## src/inc/oc_pkg.sv

```systemverilog
/*
  Shared constants and types for the output compare channel: register
  offsets, field positions, reset values, mode codes and bus responses.
  Assumes a 32-bit AXI4-Lite register bus with byte addressing.
*/
package oc_pkg;

  // ----------------------------------------------------------------
  // Register map (byte addresses, one aligned word each)
  // ----------------------------------------------------------------
  localparam logic [7:0] CTRL_OFF = 8'h00; // Channel control
  localparam logic [7:0] CMP_PRI_OFF = 8'h04; // Primary compare value
  localparam logic [7:0] CMP_SEC_OFF = 8'h08; // Secondary compare value
  localparam logic [7:0] STAT_OFF = 8'h0C; // Pin and pulse state

  // ----------------------------------------------------------------
  // Field positions
  // ----------------------------------------------------------------
  localparam int IDLE_BIT = 13; // Halt in CPU idle
  localparam int FAULT_BIT = 4; // PWM fault status, read only
  localparam int TSEL_BIT = 3; // Time base select
  localparam int MODE_LSB = 0; // Mode field, three bits
  localparam int PIN_BIT = 0; // Status: present pin level
  localparam int DONE_BIT = 1; // Status: single pulse finished

  // ----------------------------------------------------------------
  // Mode codes
  // ----------------------------------------------------------------
  localparam logic [2:0] MODE_OFF = 3'h0; // Channel disabled
  localparam logic [2:0] MODE_SET_HI = 3'h1; // Start low, event drives high
  localparam logic [2:0] MODE_SET_LO = 3'h2; // Start high, event drives low
  localparam logic [2:0] MODE_TOGGLE = 3'h3; // Event inverts the pin
  localparam logic [2:0] MODE_ONE_PULSE = 3'h4; // One pulse, then idle
  localparam logic [2:0] MODE_PULSES = 3'h5; // Pulse every period
  localparam logic [2:0] MODE_PWM = 3'h6; // PWM, fault ignored
  localparam logic [2:0] MODE_PWM_FLT = 3'h7; // PWM, fault honoured

  // ----------------------------------------------------------------
  // Reset values and bus responses
  // ----------------------------------------------------------------
  localparam logic [15:0] CMP_RESET = 16'h0000; // Compare registers
  localparam logic [1:0] RESP_OKAY = 2'h0; // Normal access
  localparam logic [1:0] RESP_SLVERR = 2'h2; // Unmapped address

  // Software-written control fields
  typedef struct packed {
    logic idleStop; // Halt while the CPU idles
    logic tsel; // 1 = timebase three, 0 = timebase two
    logic [2:0] mode; // Compare mode field
  } ctrl_t;

  localparam ctrl_t CTRL_RESET = '{idleStop: 1'b0, tsel: 1'b0, mode: MODE_OFF};

endpackage : oc_pkg

```

## src/design/output_compare_channel.sv

```systemverilog
/*
  One output compare channel with an AXI4-Lite register slave.
  Assumes both shared timebase counts come from logic on clk, that
  cpuIdle is a level on clk, and that the fault input is an
  asynchronous pin.
*/
// The placing of the registers and the AXI4-Lite slave port were chosen for this implementation.
// How it works
// - Idle-stop bit halts channel during CPU idle
// - Fault bit set by hardware, cleared by hardware
// - Fault bit reports only in PWM-with-fault mode
// - Time-base bit picks timebase three or two
// - Mode 111: PWM with fault input active
// - Mode 110: PWM, fault input ignored
// - Mode 101: start low, pulse every period
// - Mode 100: start low, exactly one pulse
// - Mode 011: compare event toggles the pin
// - Mode 010: start high, event forces low
// - Mode 001: start low, event forces high
// - Mode 000: channel disabled, no activity
`timescale 1ns/1ns
module output_compare_channel
  import oc_pkg::*;
(
  input wire logic clk,
  input wire logic sys_rst,
  input wire logic cpuIdle,
  input wire logic [15:0] timebaseTwoCount,
  input wire logic [15:0] timebaseThreeCount,
  input wire logic faultIn,
  output logic compareOutputPin,
  input wire logic [7:0] awaddr,
  input wire logic awvalid,
  output logic awready,
  input wire logic [31:0] wdata,
  input wire logic [3:0] wstrb,
  input wire logic wvalid,
  output logic wready,
  output logic [1:0] bresp,
  output logic bvalid,
  input wire logic bready,
  input wire logic [7:0] araddr,
  input wire logic arvalid,
  output logic arready,
  output logic [31:0] rdata,
  output logic [1:0] rresp,
  output logic rvalid,
  input wire logic rready
);

  // ----------------------------------------------------------------
  // Declarations
  // ----------------------------------------------------------------
  ctrl_t ctrl_q; // Software control fields
  logic fault_q; // PWM fault status
  logic [15:0] cmpPri_q; // Rising or event compare value
  logic [15:0] cmpSec_q; // Falling compare value for pulse modes
  logic pin_q; // Output pin level
  logic done_q; // Single pulse has ended
  logic faultMeta_q; // First synchroniser stage
  logic faultSync_q; // Synchronised fault level
  logic matchPrev_q; // Primary match one cycle ago
  logic secPrev_q; // Secondary match one cycle ago
  logic zeroPrev_q; // Count was zero one cycle ago
  logic awHeld_q, wHeld_q; // Write halves captured
  logic [7:0] awAddr_q; // Captured write address
  logic [31:0] wData_q; // Captured write data
  logic [3:0] wStrb_q; // Captured byte enables
  logic awHeld_d, wHeld_d;
  logic [31:0] rdMux; // Read data selected by address
  logic rdHit; // Read address is mapped
  logic [15:0] selCount; // Count of the chosen time base
  logic halt, running, matchPri, matchSec, atZero;
  logic evPri, evSec, evZero, doWrite, ctrlWr, wrHit;

  // ----------------------------------------------------------------
  // Compare events
  // ----------------------------------------------------------------
  // Time base choice
  assign selCount = ctrl_q.tsel ? timebaseThreeCount : timebaseTwoCount;
  assign halt = ctrl_q.idleStop && cpuIdle;
  assign running = (ctrl_q.mode != MODE_OFF) && !halt;
  assign matchPri = (selCount == cmpPri_q);
  assign matchSec = (selCount == cmpSec_q);
  assign atZero = (selCount == 16'h0000);
  // A prescaled timer can sit on one value for many cycles, so only
  // the first cycle of a match counts as an event.
  assign evPri = running && matchPri && !matchPrev_q;
  assign evSec = running && matchSec && !secPrev_q;
  assign evZero = running && atZero && !zeroPrev_q;

  // Match history, tracked even while halted so resuming is quiet
  always_ff @(posedge clk) begin
    if (sys_rst) begin
      matchPrev_q <= 1'b0;
      secPrev_q <= 1'b0;
      zeroPrev_q <= 1'b0;
    end else begin
      matchPrev_q <= matchPri;
      secPrev_q <= matchSec;
      zeroPrev_q <= atZero;
    end
  end

  // Fault pin synchroniser
  always_ff @(posedge clk) begin
    if (sys_rst) begin
      faultMeta_q <= 1'b0;
      faultSync_q <= 1'b0;
    end else begin
      faultMeta_q <= faultIn;
      faultSync_q <= faultMeta_q;
    end
  end

  // ----------------------------------------------------------------
  // Fault status
  // ----------------------------------------------------------------
  // Set wins over clear; cleared by hardware only, at a period start
  // once the fault has gone, or when the mode leaves PWM-with-fault.
  always_ff @(posedge clk) begin
    if (sys_rst) begin
      fault_q <= 1'b0;
    end else if ((ctrl_q.mode == MODE_PWM_FLT) && faultSync_q) begin
      fault_q <= 1'b1;
    end else if (ctrl_q.mode != MODE_PWM_FLT) begin
      fault_q <= 1'b0;
    end else if (evZero) begin
      fault_q <= 1'b0;
    end
  end

  // ----------------------------------------------------------------
  // Output pin
  // ----------------------------------------------------------------
  // A write of the mode field sets the starting level of the pin.
  always_ff @(posedge clk) begin
    if (sys_rst) begin
      pin_q <= 1'b0;
    end else if (ctrlWr && wStrb_q[0]) begin
      pin_q <= (wData_q[MODE_LSB +: 3] == MODE_SET_LO);
    end else if (!halt) begin
      case (ctrl_q.mode)
        MODE_OFF: pin_q <= 1'b0;
        MODE_SET_HI: if (evPri) pin_q <= 1'b1;
        MODE_SET_LO: if (evPri) pin_q <= 1'b0;
        MODE_TOGGLE: if (evPri) pin_q <= !pin_q;
        MODE_ONE_PULSE, MODE_PULSES: begin
          // Rise at the primary value, fall at the secondary one
          if (evPri && !(ctrl_q.mode == MODE_ONE_PULSE && done_q)) begin
            pin_q <= 1'b1;
          end else if (evSec) begin
            pin_q <= 1'b0;
          end
        end
        default: begin
          // PWM: high at period start, low at the duty value
          if (ctrl_q.mode == MODE_PWM_FLT && (fault_q || faultSync_q)) begin
            pin_q <= 1'b0;
          end else if (evPri) begin
            pin_q <= 1'b0;
          end else if (evZero) begin
            pin_q <= (cmpPri_q != 16'h0000);
          end
        end
      endcase
    end
  end

  // Single pulse bookkeeping
  always_ff @(posedge clk) begin
    if (sys_rst) begin
      done_q <= 1'b0;
    end else if (ctrlWr && wStrb_q[0]) begin
      done_q <= 1'b0;
    end else if (ctrl_q.mode == MODE_ONE_PULSE && evSec && pin_q) begin
      done_q <= 1'b1;
    end
  end

  assign compareOutputPin = pin_q;

  // ----------------------------------------------------------------
  // Bus write channel
  // ----------------------------------------------------------------
  assign doWrite = awHeld_q && wHeld_q && !bvalid;
  assign ctrlWr = doWrite && (awAddr_q == CTRL_OFF);
  assign wrHit = (awAddr_q == CTRL_OFF) || (awAddr_q == CMP_PRI_OFF)
    || (awAddr_q == CMP_SEC_OFF) || (awAddr_q == STAT_OFF);
  // Halves stay held until the response is taken: one write at a time
  assign awHeld_d = (awvalid && awready) || (awHeld_q && !(bvalid && bready));
  assign wHeld_d = (wvalid && wready) || (wHeld_q && !(bvalid && bready));

  // Address and data capture, in either order
  always_ff @(posedge clk) begin
    if (sys_rst) begin
      awHeld_q <= 1'b0;
      wHeld_q <= 1'b0;
      awready <= 1'b0;
      wready <= 1'b0;
      awAddr_q <= 8'h00;
      wData_q <= 32'h0000_0000;
      wStrb_q <= 4'h0;
    end else begin
      awHeld_q <= awHeld_d;
      wHeld_q <= wHeld_d;
      awready <= !awHeld_d;
      wready <= !wHeld_d;
      if (awvalid && awready) awAddr_q <= awaddr;
      if (wvalid && wready) begin
        wData_q <= wdata;
        wStrb_q <= wstrb;
      end
    end
  end

  // Write response
  always_ff @(posedge clk) begin
    if (sys_rst) begin
      bvalid <= 1'b0;
      bresp <= RESP_OKAY;
    end else if (doWrite) begin
      bvalid <= 1'b1;
      bresp <= wrHit ? RESP_OKAY : RESP_SLVERR;
    end else if (bready) begin
      bvalid <= 1'b0;
    end
  end

  // Register update; the fault bit and status word ignore writes
  always_ff @(posedge clk) begin
    if (sys_rst) begin
      ctrl_q <= CTRL_RESET;
      cmpPri_q <= CMP_RESET;
      cmpSec_q <= CMP_RESET;
    end else if (doWrite) begin
      if (awAddr_q == CTRL_OFF) begin
        if (wStrb_q[0]) ctrl_q.tsel <= wData_q[TSEL_BIT];
        if (wStrb_q[0]) ctrl_q.mode <= wData_q[MODE_LSB +: 3];
        if (wStrb_q[1]) ctrl_q.idleStop <= wData_q[IDLE_BIT];
      end else if (awAddr_q == CMP_PRI_OFF) begin
        if (wStrb_q[0]) cmpPri_q[7:0] <= wData_q[7:0];
        if (wStrb_q[1]) cmpPri_q[15:8] <= wData_q[15:8];
      end else if (awAddr_q == CMP_SEC_OFF) begin
        if (wStrb_q[0]) cmpSec_q[7:0] <= wData_q[7:0];
        if (wStrb_q[1]) cmpSec_q[15:8] <= wData_q[15:8];
      end
    end
  end

  // ----------------------------------------------------------------
  // Bus read channel
  // ----------------------------------------------------------------
  // Read data selection; unmapped words read zero
  always_comb begin
    rdMux = 32'h0000_0000;
    rdHit = 1'b1;
    if (araddr == CTRL_OFF) begin
      rdMux[IDLE_BIT] = ctrl_q.idleStop;
      rdMux[FAULT_BIT] = fault_q;
      rdMux[TSEL_BIT] = ctrl_q.tsel;
      rdMux[MODE_LSB +: 3] = ctrl_q.mode;
    end else if (araddr == CMP_PRI_OFF) begin
      rdMux[15:0] = cmpPri_q;
    end else if (araddr == CMP_SEC_OFF) begin
      rdMux[15:0] = cmpSec_q;
    end else if (araddr == STAT_OFF) begin
      rdMux[PIN_BIT] = pin_q;
      rdMux[DONE_BIT] = done_q;
    end else begin
      rdHit = 1'b0;
    end
  end

  // Read answer one cycle after the address is taken
  always_ff @(posedge clk) begin
    if (sys_rst) begin
      arready <= 1'b0;
      rvalid <= 1'b0;
      rdata <= 32'h0000_0000;
      rresp <= RESP_OKAY;
    end else if (arvalid && arready) begin
      arready <= 1'b0;
      rvalid <= 1'b1;
      rdata <= rdMux;
      rresp <= rdHit ? RESP_OKAY : RESP_SLVERR;
    end else if (rvalid && rready) begin
      rvalid <= 1'b0;
      arready <= 1'b1;
    end else begin
      arready <= !rvalid;
    end
  end
endmodule : output_compare_channel

```

## config.mk

```make
export PLATFORM = sky130hd
export DESIGN_NAME = output_compare_channel
export DESIGN_NICKNAME = d
export VERILOG_FILES = /design/src/inc/oc_pkg.sv /design/src/design/output_compare_channel.sv
export SDC_FILE = /design/constraint.sdc
export NUM_CORES = 1
export LEC_CHECK = 0
export ABC_AREA = 1
export ABC_CLOCK_PERIOD_IN_PS = 2090
export BUFFER_PORTS_ARGS = -buffer_cell sky130_fd_sc_hd__buf_2
export CELL_PAD_IN_SITES_DETAIL_PLACEMENT = 1
export CELL_PAD_IN_SITES_GLOBAL_PLACEMENT = 1
export CORE_UTILIZATION = 36
export CTS_CLUSTER_SIZE = 16
export DETAILED_ROUTE_END_ITERATION = 12
export PLACE_DENSITY = 0.82
export SKIP_CTS_REPAIR_TIMING = 1
export SLEW_MARGIN = 0
export SYNTH_ARGS = -nofsm -noshare
export SYNTH_HDL_FRONTEND = slang
export SYNTH_SLANG_ARGS = --single-unit
```

## constraint.sdc

```tcl
create_clock -name clk -period 2.09 [get_ports clk]
set_input_delay 0.418 -clock clk [delete_from_list [all_inputs] [get_ports clk]]
set_output_delay 0.418 -clock clk [all_outputs]
set_load 0.01 [all_outputs]
```

Word level (Yosys, flattened, before mapping)
Cells that the tools add are included.
- flip-flop bits (word level): 98
- output and inout bits: 42
- logic and storage cells: 147
- eq/ne operators: 21
- mux-type cells: 34
- bitwise operators: 2
- reduce and logical (&&, ||, !) cells: 62
- operators with widths (cell ; count):
    == test 16 bit ; 2
    == test 8 x 4 -> 1 bit, second input constant ; 4
    2-to-1 mux 16 bit ; 2
    logical AND 1 bit ; 25
    2-to-1 mux 1 bit ; 23
    == test 8 x 3 -> 1 bit, second input constant ; 2
    logical NOT 16 bit ; 1
    logical NOT 8 bit ; 2
    nonzero test 16 bit ; 1
    2-to-1 mux 14 bit ; 1
    != test 3 bit, second input constant ; 4
    logical NOT 1 bit ; 11
    2-to-1 mux 2 bit ; 5
    AND reduction 5 bit ; 2
    == test 3 x 2 -> 1 bit, second input constant ; 3
    == test 3 bit, second input constant ; 3
    2-to-1 mux 8 bit ; 1
    AND reduction 4 bit ; 2
    logical OR 1 bit ; 6
    AND reduction 3 bit ; 2
    AND reduction 6 bit ; 1
    nonzero test 3 bit ; 2
    nonzero test 6 bit ; 1
    OR reduction 2 bit ; 3
    8 further kinds ; 10

Depth between registers and ports, before layout
- word-level depth: 11
- depth in mapped cells: 18

Worst setup path after synthesis
No wires, ideal clock.
- kind: register to register
- start point: register ctrl_q[3] (netlist name)
- end point: register pin_q (netlist: compareOutputPin)
- data arrival time: 1.597 ns
- setup slack: 0.382 ns
- cell stages (with the launch flop): 18
- path buffers: 2
- period minus slack after synthesis: 1.708 ns
- cells stage by stage: dfxtp_1 > buf_6 > inv_6 > buf_12 > nand2_4 > nand2_2 > nand2_1 > nand2_1 > nor2_1 > nand2_1 > nor2_2 > nand3_2 > nand2_1 > nand2_1 > nor2_1 > nor2_1 > nor2_1 > nor2_1
- longest elaborated chain between the ends: 9
- ends and longest elaborated chain (element ; line ; text):
    from (decl) ; output_compare_channel.sv:54 ; ctrl_t ctrl_q;
    2-to-1 mux 16 bit * ; output_compare_channel.sv:80 ; assign selCount = ctrl_q.tsel ? timebaseThreeCount : timebaseTwoCount;
    == test 16 bit ; output_compare_channel.sv:83 ; assign matchPri = (selCount == cmpPri_q);
    logical AND 1 bit (2 in a row) ; output_compare_channel.sv:88 ; assign evPri = running && matchPri && !matchPrev_q;
    2-to-1 mux 1 bit / logical AND 1 bit (equally long branches) ; output_compare_channel.sv:160, output_compare_channel.sv:150 ;
    2-to-1 mux 1 bit, on equally long branches ; output_compare_channel.sv:158, output_compare_channel.sv:150 ;
    one-hot mux 1 bit (5 select lines) ; output_compare_channel.sv:143 ; case (ctrl_q.mode)
    2-to-1 mux 1 bit ; output_compare_channel.sv:142 ; end else if (!halt) begin
    2-to-1 mux 1 bit ; output_compare_channel.sv:140 ; end else if (ctrlWr && wStrb_q[0]) begin
    to (signal assigned) ; output_compare_channel.sv:141 ; pin_q <= (wData_q[MODE_LSB +: 3] == MODE_SET_LO);
    to (signal assigned) ; output_compare_channel.sv:147 ; MODE_TOGGLE: if (evPri) pin_q <= !pin_q;
    to (signal assigned) ; output_compare_channel.sv:163 ; pin_q <= (cmpPri_q != 16'h0000);
    to (decl) ; output_compare_channel.sv:58 ; logic pin_q;
Mark *: on every way between the ends. The rest lies on a longest branch, timed or not. The select of a mux whose other input is x is not followed.
A chain may end at the register's enable or synchronous reset.

Worst setup path after layout
Same ends and word-level chain as after synthesis.

==> reports/qor.csv <==
metric,value,unit
cpMaxStageDelayCell,dfxtp_4,
place_congestion,0.8457,
finalWorstPathRequiredPeriod,1.967,ns
worst-r2r-setup-slack,0.12,ns
cap_viol_max_count,0,
core_region_area,12820,um2
critical_path.cell_chain,"buf_6, nand2_1, nand2_1, nand2_1, nand2_1, nor2_1, nand2_2, nor2_4, nand3_4, a21oi_1, nand2_1, nand2_1, nand2_1, nor2_1, nor2_1",
post_synthesis_compound_gate_area_fraction,16.95,%
worst-setup-path-type,flop to flop,
synth_simple_gate_area_share,31.82,%
floorplan.initialDensity,37.46,%
grt_pass1_wl,25.86,mm
post_synth_fa_ha_maj_area_fraction,0,%
seq_area_frac_synth,40.00,%
tightest_slew,0.5627,ns
first_global_vias,5229,
residual_drc,0,
cp.required,2.34,ns
grt_usage,23.58,%
cp_most_frequent_cell,nand2_1,
synth_xor_area_share,0,%
via_count,5043,
tritoncts,built,
layoutNonFillerInstCount,1008,
fp.dieW,117.5,um
worst_ep_arrival_time,2.22,ns
die_footprint,13810,um2
muxShareOfSynthArea,0,%
slew-limit-headroom,62.14,%
ff2ff_path_depth,15,
regToRegStartpoint,ctrl_q[3]$_SDFFE_PP0P_,
cts-root-to-sink-buffers,2,
cp_max_fo,11,
post-place-cells,993,
syn-instance-count,726,
post_route_cells_drive_above_1_share,20.45,%
irDropWorstVdd,547.7,uV
worst_r2r_end,compareOutputPin$_SDFFE_PP0P_,
nNetsFinal,925,
cts_buffers,9,
critPathCapture,compareOutputPin$_SDFFE_PP0P_,
total_leakage_power,2.602,nW
number_of_setup_violations_in_the_final_report,0,
floorplan.rows,41,
dominant_combinational_cell_family_by_area_after_synthesis,simple AND/OR/NAND/NOR gates,
h_tree_depth,3,
routed_wirelength,15.81,mm
drt-initial-drc-count,224,
fin_util,45.79,%
io-pin-count,135,
floorplan.die.height,117.5,um
clock_latency,0.35,ns
cts_root_buf,clkbuf_16,
hpwl,12.57,mm
cpPeakStageDelay,0.37,ns
mappedNetlistArea,4805,um2
crit_path_start,ctrl_q[3]$_SDFFE_PP0P_,
final.period_utilization,94.13,%
timing.hold.worst.class,input port to flop,
synth.ff_latch_count,96,
avg_inst_size_synth,6.618,um2
number_of_antenna_violations_at_the_first_check_in_global_routing,0,
start_kind,flop,
setup_repair_after_global_routing_missed_its_margin,true,
netlist-cell-type-count,31,
synthesis.yosys.warnings,0,
fin_setup_tns,0,ns
critPathBufInv,1,
grt_start_max_net_pins,44,
overflow,0,
final-hold-violation-count,0,
clkSinkCount,96,
place.port_buffers,98,
power.density_cell_area,681.6,nW/um2
finalMaxSlewViolations,0,
routed_wire_length_per_instance,15.68,um
critical_path_cell_count,15,
antenna-diode-count,0,
area_growth,22.21,%
clock_pin_slew_on_the_worst_setup_and_hold_paths,0.07,ns
timing.clock.skew,0.006637,ns
fmaxAchievable,508.3,MHz
cpLargestDelayFamily,simple AND/OR/NAND/NOR gates,
timing.critical_path.to_type,flop,
drtAntennaViolNets,0,
detailedRoute.firstPassIterationCount,5,
run_status,"finished, final reports clean",
viasPerCell,5.003,
## cells by family (layout without fill, tap and decap cells)
logic type             after synthesis  in the layout
and+or+nand+nor                    358            358
AOI/OAI and AO/OA                  155            155
buffers and inverters              116            209
DFF                                 96             96
other                                1             18
## Yosys cell counts, drive strengths merged
master  instances  area [um2]
nand2         185       772.0
nor2          112       427.9
clkinv          1       3.750
nor3            4       20.02
o22ai          10       62.56
conb            1       3.750
a21oi          59       295.3
clkbuf         20       75.07
o21ai          73       365.4
a211oi          1       7.510
dfxtp          96        1922
nand3          47       240.2
buf            23       181.4
a31oi           6       37.54
nand4           4       25.02
o31ai           1       7.510
a221oi          1       8.760
o211ai          4       30.03
inv            72       275.3
nor4            4       31.28
and3            2       12.51
## stage by stage
step / hold slack, ns / instance area [um2] / total power, mW / setup WS, ns
after detailed placement: 0.4000 / 5503 / 2.359 / -0.04911
after CTS: 0.2701 / 5799 / 4.037 / -0.08184
after floorplan: 0.3883 / 4868 / 2.212 / 0.3819
after global placement: 0.3994 / 5503 / 2.336 / 0.02792
final: 0.2731 / 5872 / 4.002 / 0.1227
after global routing: 0.2775 / 5872 / 4.157 / -0.01893
## where the power goes
group,internal [mW],switching [mW]
Sequential,1.88,0.0434
Combinational,0.147,0.250
Clock,0.959,0.721
## area by class of cell
type / count / area, um2
clock inverters: 4 / 53.80
clock buffers: 11 / 242.7
inverters: 73 / 279.0
multi-input cells: 531 / 2476
fillers: 1742 / 6953
repair buffers: 121 / 679.4
well taps: 172 / 215.2
flip-flops and latches: 96 / 1926
## per-layer routing
metal	track usage, %	share of wire (%)	wire [um]	up-vias
li1	-	-	-	2522
met1	28.16	43	6800	2350
met2	41.27	49	7726	142
met3	4.990	4.8	754	29
met4	8.974	3.3	524	0
met5	0	0	0	-
## worst reg2reg max path: stages, from the launching register on
cell     delay (ns)
dfxtp_4        0.37
buf_6          0.16
nand2_1        0.12
nand2_1        0.12
nand2_1        0.08
nand2_1        0.05
nor2_1         0.12
nand2_2        0.09
nor2_4         0.18
nand3_4        0.12
a21oi_1        0.16
nand2_1        0.07
nand2_1        0.06
nand2_1        0.05
nor2_1         0.08
nor2_1         0.04
## flip-flops by register name (all words and copies together), names as in the netlist, 2 cells and up
register	cells
cmpPri_q	16
cmpSec_q	16
rdata	16
wData_q	16
awAddr_q	8
ctrl_q	5
wStrb_q	2
## worst min path at each step
| stage | cells after the start | end | from | slack (ns) |
|---|---|---|---|---|
| floorplan | 2 | faultSync_q$_SDFF_PP0_ | faultMeta_q$_SDFF_PP0_ | 0.39 |
| global placement | 2 | faultSync_q$_SDFF_PP0_ | faultMeta_q$_SDFF_PP0_ | 0.40 |
| detailed placement | 2 | faultSync_q$_SDFF_PP0_ | faultMeta_q$_SDFF_PP0_ | 0.40 |
| CTS | 3 | faultMeta_q$_SDFF_PP0_ | faultIn | 0.27 |
| global route | 3 | faultMeta_q$_SDFF_PP0_ | faultIn | 0.28 |
| finish | 3 | faultMeta_q$_SDFF_PP0_ | faultIn | 0.27 |
## placed cells by master (no fill, tap or decap), drive strengths merged, types with 4 or more instances in the layout
| cell | Yosys | routed |
|---|---|---|
| nor4 | 4 | 4 |
| o211ai | 4 | 4 |
| nand2 | 185 | 185 |
| buf | 23 | 121 |
| dfxtp | 96 | 96 |
| o22ai | 10 | 10 |
| inv | 72 | 74 |
| a21oi | 59 | 59 |
| nor2 | 112 | 112 |
| nor3 | 4 | 4 |
| nand4 | 4 | 4 |
| o21ai | 73 | 73 |
| conb | 1 | 18 |
| nand3 | 47 | 47 |
| clkbuf | 20 | 11 |
| a31oi | 6 | 6 |
(Power assumes the default switching activity.)
